`config.mk`:
```
export PLATFORM = sky130hd
export DESIGN_NAME = dms_mac_slice
export DESIGN_NICKNAME = d
export VERILOG_FILES = /design/src/hw/dms_operand_reg.v /design/src/hw/dms_mac_slice.v
export VERILOG_INCLUDE_DIRS = /design/src /design/src/common
export SDC_FILE = /design/constraint.sdc
export NUM_CORES = 1
export LEC_CHECK = 0
export BUFFER_PORTS_ARGS = -buffer_cell sky130_fd_sc_hd__buf_2
export CAP_MARGIN = 20
export CORE_ASPECT_RATIO = 1.4
export CORE_MARGIN = 3
export CORE_UTILIZATION = 35
export DETAILED_ROUTE_END_ITERATION = 7
export GPL_TIMING_DRIVEN = 0
export PLACE_DENSITY_LB_ADDON = 0.05
export SYNTH_ARGS = -nofsm -noshare
export SYNTH_HDL_FRONTEND = slang
export SYNTH_SLANG_ARGS = --single-unit
export TNS_END_PERCENT = 20
```
`constraint.sdc`:
```
create_clock -name ref_clk -period 5.8 [get_ports ref_clk]
set_input_delay 0.58 -clock ref_clk [delete_from_list [all_inputs] [get_ports ref_clk]]
set_output_delay 0.58 -clock ref_clk [all_outputs]
set_load 0.05 [all_outputs]
```
`src/common/dms_consts.vh`:
```
`ifndef DMS_CONSTS_VH
`define DMS_CONSTS_VH

// Operand and result geometry
`define DMS_OPW 16
`define DMS_HALFW 8
`define DMS_RESW 32
`define DMS_RES_HALF 16

// Reset values
`define DMS_OP_RST 16'h0000
`define DMS_ACC_HALF_RST 16'h0000
`define DMS_PROD_HALF_RST 16'h0000

// Accumulator input source selects
`define DMS_SRC_PROD 2'h0
`define DMS_SRC_AB 2'h1
`define DMS_SRC_CD 2'h2
`define DMS_SRC_ZERO 2'h3

`endif

```
`src/hw/dms_operand_reg.v`:
```
`timescale 1ns/1ps
`include "dms_consts.vh"

module dms_operand_reg #(
   parameter W = `DMS_OPW
) (
   ref_clk,
   sys_rst,
   slice_clock_gate,
   hold,
   clear,
   d,
   q
);
   input wire ref_clk;
   input wire sys_rst;
   input wire slice_clock_gate;
   input wire hold;
   input wire clear;
   input wire [W-1:0] d;
   output reg [W-1:0] q;

   always @(posedge ref_clk or posedge sys_rst) begin
      if (sys_rst) begin
         q <= {W{1'b0}};
      end else if (slice_clock_gate) begin // [RULE2]
         if (clear) begin
            q <= {W{1'b0}};
         end else if (!hold) begin // [RULE5]
            q <= d;
         end
      end
   end
endmodule

```
`src/hw/dms_mac_slice.v`:
```
// Functional notes
// RULE1: Every register in the slice is clocked by the one slice clock ref_clk.
// RULE2: The clock enable loads all slice registers when 1 and holds them all when 0.
// RULE3: Operands A and B are 16 bits, registered, and feed either the multiplier or the accumulator directly.
// RULE4: Operands C and D are 16 bits, registered, and feed only the accumulator directly.
// RULE5: Each operand register has a hold input, 1 keeps the value and 0 updates it.
// RULE6: The upper input clear zeroes the A and C registers and the upper multiplier pipeline stage.
// RULE7: The lower input clear zeroes B and D, the lower multiplier stage and the product register.
// RULE8: In full-width mode the output carries the 32-bit 16x16 product or MAC result.
// RULE9: In split mode the upper 8x8 result sits on bits 31:16 and the lower on bits 15:0.
// RULE10: The upper accumulator freeze holds accumulator bits 31:16 when 1.
// RULE11: The upper accumulator clear zeroes only accumulator bits 31:16.
// RULE12: Lower accumulator freeze and clear act the same way on bits 15:0 only.
// RULE13: In accumulate mode each enabled clock adds the new term to the held sum and drives it out.
`timescale 1ns/1ps
`include "dms_consts.vh"

module dms_mac_slice (
   ref_clk,
   sys_rst,
   slice_clock_gate,
   operand_a,
   operand_b,
   operand_c,
   operand_d,
   hold_operand_a_port,
   hold_operand_b_port,
   hold_operand_c_port,
   hold_operand_d_port,
   upper_input_clear_port,
   lower_input_clear_port,
   upper_acc_freeze_port,
   upper_acc_clear_port,
   lower_acc_freeze,
   lower_acc_clear,
   split_mode,
   accumulate_mode,
   acc_source,
   result
);
   input wire ref_clk;
   input wire sys_rst;
   input wire slice_clock_gate;
   input wire [`DMS_OPW-1:0] operand_a;
   input wire [`DMS_OPW-1:0] operand_b;
   input wire [`DMS_OPW-1:0] operand_c;
   input wire [`DMS_OPW-1:0] operand_d;
   input wire hold_operand_a_port;
   input wire hold_operand_b_port;
   input wire hold_operand_c_port;
   input wire hold_operand_d_port;
   input wire upper_input_clear_port;
   input wire lower_input_clear_port;
   input wire upper_acc_freeze_port;
   input wire upper_acc_clear_port;
   input wire lower_acc_freeze;
   input wire lower_acc_clear;
   input wire split_mode;
   input wire accumulate_mode;
   input wire [1:0] acc_source;
   output wire [`DMS_RESW-1:0] result;

   ////////////////////////////////////////////////////////////////////////////
   wire [`DMS_OPW-1:0] reg_a;
   wire [`DMS_OPW-1:0] reg_b;
   wire [`DMS_OPW-1:0] reg_c;
   wire [`DMS_OPW-1:0] reg_d;
   reg [`DMS_RES_HALF-1:0] pipe_hi;
   reg [`DMS_RES_HALF-1:0] pipe_lo;
   reg [`DMS_RESW-1:0] prod;
   reg [`DMS_RES_HALF-1:0] acc_hi;
   reg [`DMS_RES_HALF-1:0] acc_lo;
   reg [`DMS_RESW-1:0] next_term;
   reg [`DMS_RESW-1:0] next_sum;
   reg [`DMS_RESW:0] wide_sum;

   function [`DMS_RES_HALF-1:0] mul8;
      input [`DMS_HALFW-1:0] x;
      input [`DMS_HALFW-1:0] y;
      begin
         mul8 = x * y;
      end
   endfunction

   // Carry out of a half is dropped on purpose
   function [`DMS_RES_HALF-1:0] half_add;
      input [`DMS_RES_HALF-1:0] x;
      input [`DMS_RES_HALF-1:0] y;
      reg [`DMS_RES_HALF:0] s;
      begin
         s = {1'b0, x} + {1'b0, y};
         half_add = s[`DMS_RES_HALF-1:0];
      end
   endfunction

   ////////////////////////////////////////////////////////////////////////////
   // Input registers, upper clear owns A and C, lower owns B and D
   dms_operand_reg #(.W(`DMS_OPW)) u_reg_a ( // [RULE3]
      .ref_clk(ref_clk),
      .sys_rst(sys_rst),
      .slice_clock_gate(slice_clock_gate),
      .hold(hold_operand_a_port), // [RULE5]
      .clear(upper_input_clear_port), // [RULE6]
      .d(operand_a),
      .q(reg_a)
   );

   dms_operand_reg #(.W(`DMS_OPW)) u_reg_b ( // [RULE3]
      .ref_clk(ref_clk),
      .sys_rst(sys_rst),
      .slice_clock_gate(slice_clock_gate),
      .hold(hold_operand_b_port), // [RULE5]
      .clear(lower_input_clear_port), // [RULE7]
      .d(operand_b),
      .q(reg_b)
   );

   dms_operand_reg #(.W(`DMS_OPW)) u_reg_c ( // [RULE4]
      .ref_clk(ref_clk),
      .sys_rst(sys_rst),
      .slice_clock_gate(slice_clock_gate),
      .hold(hold_operand_c_port), // [RULE5]
      .clear(upper_input_clear_port), // [RULE6]
      .d(operand_c),
      .q(reg_c)
   );

   dms_operand_reg #(.W(`DMS_OPW)) u_reg_d ( // [RULE4]
      .ref_clk(ref_clk),
      .sys_rst(sys_rst),
      .slice_clock_gate(slice_clock_gate),
      .hold(hold_operand_d_port), // [RULE5]
      .clear(lower_input_clear_port), // [RULE7]
      .d(operand_d),
      .q(reg_d)
   );

   ////////////////////////////////////////////////////////////////////////////
   // Multiplier pipeline: partial products per half, then product register
   always @(posedge ref_clk or posedge sys_rst) begin // [RULE1]
      if (sys_rst) begin
         pipe_hi <= `DMS_PROD_HALF_RST;
      end else if (slice_clock_gate) begin // [RULE2]
         if (upper_input_clear_port) begin
            pipe_hi <= `DMS_PROD_HALF_RST; // [RULE6]
         end else begin
            pipe_hi <= mul8(reg_a[`DMS_OPW-1:`DMS_HALFW], reg_b[`DMS_OPW-1:`DMS_HALFW]);
         end
      end
   end

   always @(posedge ref_clk or posedge sys_rst) begin // [RULE1]
      if (sys_rst) begin
         pipe_lo <= `DMS_PROD_HALF_RST;
      end else if (slice_clock_gate) begin // [RULE2]
         if (lower_input_clear_port) begin
            pipe_lo <= `DMS_PROD_HALF_RST; // [RULE7]
         end else begin
            pipe_lo <= mul8(reg_a[`DMS_HALFW-1:0], reg_b[`DMS_HALFW-1:0]);
         end
      end
   end

   // Split path is one stage longer than the full-width path
   always @(posedge ref_clk or posedge sys_rst) begin // [RULE1]
      if (sys_rst) begin
         prod <= {`DMS_PROD_HALF_RST, `DMS_PROD_HALF_RST};
      end else if (slice_clock_gate) begin // [RULE2]
         if (lower_input_clear_port) begin
            prod <= {`DMS_PROD_HALF_RST, `DMS_PROD_HALF_RST}; // [RULE7]
         end else if (split_mode) begin
            prod <= {pipe_hi, pipe_lo}; // [RULE9]
         end else begin
            prod <= reg_a * reg_b; // [RULE8]
         end
      end
   end

   ////////////////////////////////////////////////////////////////////////////
   // Adder input: product, or A:B / C:D directly
   always @* begin
      wide_sum = {1'b0, acc_hi, acc_lo} + {1'b0, next_term};
      case (acc_source)
         `DMS_SRC_PROD: next_term = prod;
         `DMS_SRC_AB: next_term = {reg_a, reg_b}; // [RULE3]
         `DMS_SRC_CD: next_term = {reg_c, reg_d}; // [RULE4]
         default: next_term = {`DMS_RESW{1'b0}};
      endcase
      // Split mode keeps the halves apart, no carry across bit 16
      if (split_mode) begin
         next_sum[`DMS_RESW-1:`DMS_RES_HALF] = half_add(acc_hi, next_term[`DMS_RESW-1:`DMS_RES_HALF]); // [RULE9]
         next_sum[`DMS_RES_HALF-1:0] = half_add(acc_lo, next_term[`DMS_RES_HALF-1:0]);
      end else begin
         wide_sum = {1'b0, acc_hi, acc_lo} + {1'b0, next_term};
         next_sum = wide_sum[`DMS_RESW-1:0]; // [RULE13]
      end
      if (!accumulate_mode) begin
         next_sum = next_term;
      end
   end

   always @(posedge ref_clk or posedge sys_rst) begin // [RULE1]
      if (sys_rst) begin
         acc_hi <= `DMS_ACC_HALF_RST;
      end else if (slice_clock_gate) begin // [RULE2]
         if (upper_acc_clear_port) begin
            acc_hi <= `DMS_ACC_HALF_RST; // [RULE11]
         end else if (!upper_acc_freeze_port) begin // [RULE10]
            acc_hi <= next_sum[`DMS_RESW-1:`DMS_RES_HALF];
         end
      end
   end

   always @(posedge ref_clk or posedge sys_rst) begin // [RULE1]
      if (sys_rst) begin
         acc_lo <= `DMS_ACC_HALF_RST;
      end else if (slice_clock_gate) begin // [RULE2]
         if (lower_acc_clear) begin
            acc_lo <= `DMS_ACC_HALF_RST; // [RULE12]
         end else if (!lower_acc_freeze) begin // [RULE12]
            acc_lo <= next_sum[`DMS_RES_HALF-1:0];
         end
      end
   end

   assign result = {acc_hi, acc_lo}; // [RULE8] [RULE13]
endmodule

```
==> metrics.txt <==
post-route clock skew 12.2 ps; max_slew headroom 33.2%; ys async rst share 100%; Via density 5.24; switch share 41.6%; final setup margin -230 ps; clk buf depth 2; clk root buf clkbuf_16; required time of the worst setup path 6150 ps; vias 16478; fin cells 3146; FF+latch count, synth 160; endpoints failing setup 14; Power Internal 0.00245 W; Synth cell types 71; worst-margin pin slew 992 ps; Leak Pwr 12.1 nW; failing checks setup timing; commonest non-fill, non-tap cell in the layout inv_1; Net count, final 2920; yosys warns 0; Main synth FF type dfrtp_1; DRT iter0 DRCs 1035; sequential share of the synthesized area 20.0%; Routed Antenna Nets 0; Initial Util 35.5%; Max Cap Viol 0; Mean Syn Cell Area 9.17 um2; crit path max fanout 4; Logic pwr share 40.6%; worst-skew pair later-pin latency 490 ps; largest net degree at the start of global routing 107; total length of routed wires 74.6 mm; die width 208 um; number of instances in the placed design 3034; Area Growth Syn to Fin 18.8%; H-tree levels 4; Worst IR Drop VDD 170 uV; Switch Pwr 0.00175 W; Synth Instances 2187; die height 289 um; RSZ-0062 raised after global routing yes; global-route wire length before repair 112 mm; PortBufs 109; commonest cells after routing, fill and taps aside inv_1 (374), nand2_1 (245), fa_1 (241), ha_1 (178), dfrtp_1 (136); DRC viols 0; final hold vios 0; Flop pwr share 31.4%; Detailed Place HPWL 57.8 mm; CTS tree built; Initial DRT Pass Iterations 5; Clock power frac 27.9%; CP startpoint kind flop; Slew Limit Fails 0; Pwr per Cell Area 176 nW/um2; layout cell share with drive strength beyond 1 16.4%; vias in the first global route 17435; global placement routability congestion 0.888; Crit Path Class reg -> reg; post-layout util 42.1%; initial antenna violation count 2; Boundary Pins 113; post-synthesis net count 2710; Netlist Area Pre-Place 20100 um2; TritonCTS Sinks 160; worst min path class in -> async; Num CTS Buffers 17; GRT Util Overall 25.2%; grt ovf 0; CORE AREA 56600 um2; wire per inst 23.7 um; Reg clk slew, reported paths 80 ps; CP Capture Type flop; Worst Path Arrival 6380 ps; Placement Rows 103; outcome complete, but fails checks; Post-synth EDFFs 0; fin crit share 104%; Hold-fix buffers, CTS 0; Min Clock Period, post-route 6030 ps; Max Clk Rate 166 MHz; full die area 60300 um2
## power groups by stage
stage | clock [W] | sequential (W) | combinational [W]
after global placement | 0 | 0.00136 | 0.00140
after global routing | 0.00124 | 0.00133 | 0.00187
after CTS | 0.00120 | 0.00132 | 0.00167
after floorplan | 0 | 0.00136 | 0.000894
after detailed placement | 0 | 0.00136 | 0.00142
final | 0.00117 | 0.00132 | 0.00171
## cell families after synthesis
kind of cell / count (synthesis) / share of synthesized area, %
buffers and inverters: 493 / 9.25
XOR/XNOR: 66 / 2.88
AO/OA/AOI/OAI: 457 / 16.3
adder cells (fa/ha/maj): 442 / 37.0
flip-flops: 160 / 20.0
AND/OR/NAND/NOR: 525 / 12.5
multiplexers: 44 / 2.20
## Yosys cell counts, types with 13 or more instances
cell | instances | area [um2]
dfrtp_1 | 160 | 4000
nor2_1 | 61 | 229
fa_1 | 251 | 5020
ha_1 | 191 | 2390
nor3_1 | 15 | 75.1
xor2_1 | 27 | 236
a22oi_1 | 19 | 143
and2_1 | 115 | 719
a21oi_1 | 72 | 360
mux2i_1 | 44 | 440
o21ai_0 | 112 | 561
inv_1 | 387 | 1450
nand2_1 | 255 | 957
nand3_1 | 13 | 65.1
xnor2_1 | 39 | 342
nand2b_1 | 13 | 81.3
a21o_1 | 28 | 210
o2bb2ai_1 | 17 | 149
clkbuf_1 | 96 | 360
a22o_1 | 99 | 867
## critical path, cell delays in order (launching register included)
cell     delay (ps)
dfrtp_4         570
buf_12          160
and2_4          130
fa_1            530
inv_1            50
fa_1            490
inv_2            40
fa_1            550
fa_1            440
fa_1            510
inv_2            40
fa_1            490
inv_2            50
ha_4            230
a21o_1          150
a21o_1          170
a31o_2          210
a21o_1          190
a22oi_2         150
buf_6           150
a31oi_4         110
a31oi_2         200
xor2_1          200
o22ai_1         100
## sequential cells by signal (all words and copies together) (netlist names)
register	count
prod	32
acc_hi	16
acc_lo	16
pipe_hi	16
pipe_lo	16
u_reg_a.q	16
u_reg_b.q	16
u_reg_c.q	16
u_reg_d.q	16
## metrics by stage
stage / hold WS (ps) / cell area, um2 / worst slack, ps / setup TNS (ps) / power, W
5_1_grt: 117 / 23800 / -406 / -4820 / 0.00444
3_5_place_dp: 472 / 21700 / -1560 / -26880 / 0.00278
2_1_floorplan: 444 / 20100 / 4.49 / 0 / 0.00225
3_3_place_gp: 466 / 21600 / -1610 / -272210 / 0.00276
4_1_cts: 83.7 / 23600 / -260 / -1920 / 0.00419
6_report: 93.1 / 23800 / -230 / -2120 / 0.00420
## final timing paths
check / startpoint / endpoint / slack [ps] / cells after the start
max: u_reg_a.q[11]$_DFFE_PP0P_ / prod[28]$_DFFE_PP0P_ / -230 / 23
min: sys_rst / acc_lo[5]$_DFFE_PP0P_ / 90 / 2
max reg2reg: u_reg_a.q[11]$_DFFE_PP0P_ / prod[28]$_DFFE_PP0P_ / -230 / 23
min reg2reg: prod[2]$_DFFE_PP0P_ / prod[2]$_DFFE_PP0P_ / 490 / 1
max in group asynchronous: sys_rst / u_reg_b.q[11]$_DFFE_PP0P_ / 4720 / 3
min in group ref_clk: operand_a[0] / u_reg_a.q[0]$_DFFE_PP0P_ / 300 / 2
## cell type report
type / count / area, um2
well taps: 735 / 920
inverters: 387 / 1460
plain buffers: 100 / 840
clock buffers: 17 / 425
repair buffers: 197 / 1340
fillers: 5730 / 32700
clock inverters: 15 / 165
flip-flops and latches: 160 / 4070
multi-input cells: 1534 / 14600
diodes: 1 / 2.50
## routing by layer
layer	global-route usage [%]	wire (um)
met1	30.6	30200
met3	2.38	2900
met5	0	14
met4	9.92	3350
met2	46.0	38100
## repair_timing
item	CTS	global route
resized for setup	208	47
setup buffers	63	22
pin swaps	45	36
endpoints found under the setup margin	29	17
No activity file was read; power rests on OpenSTA's default activity.
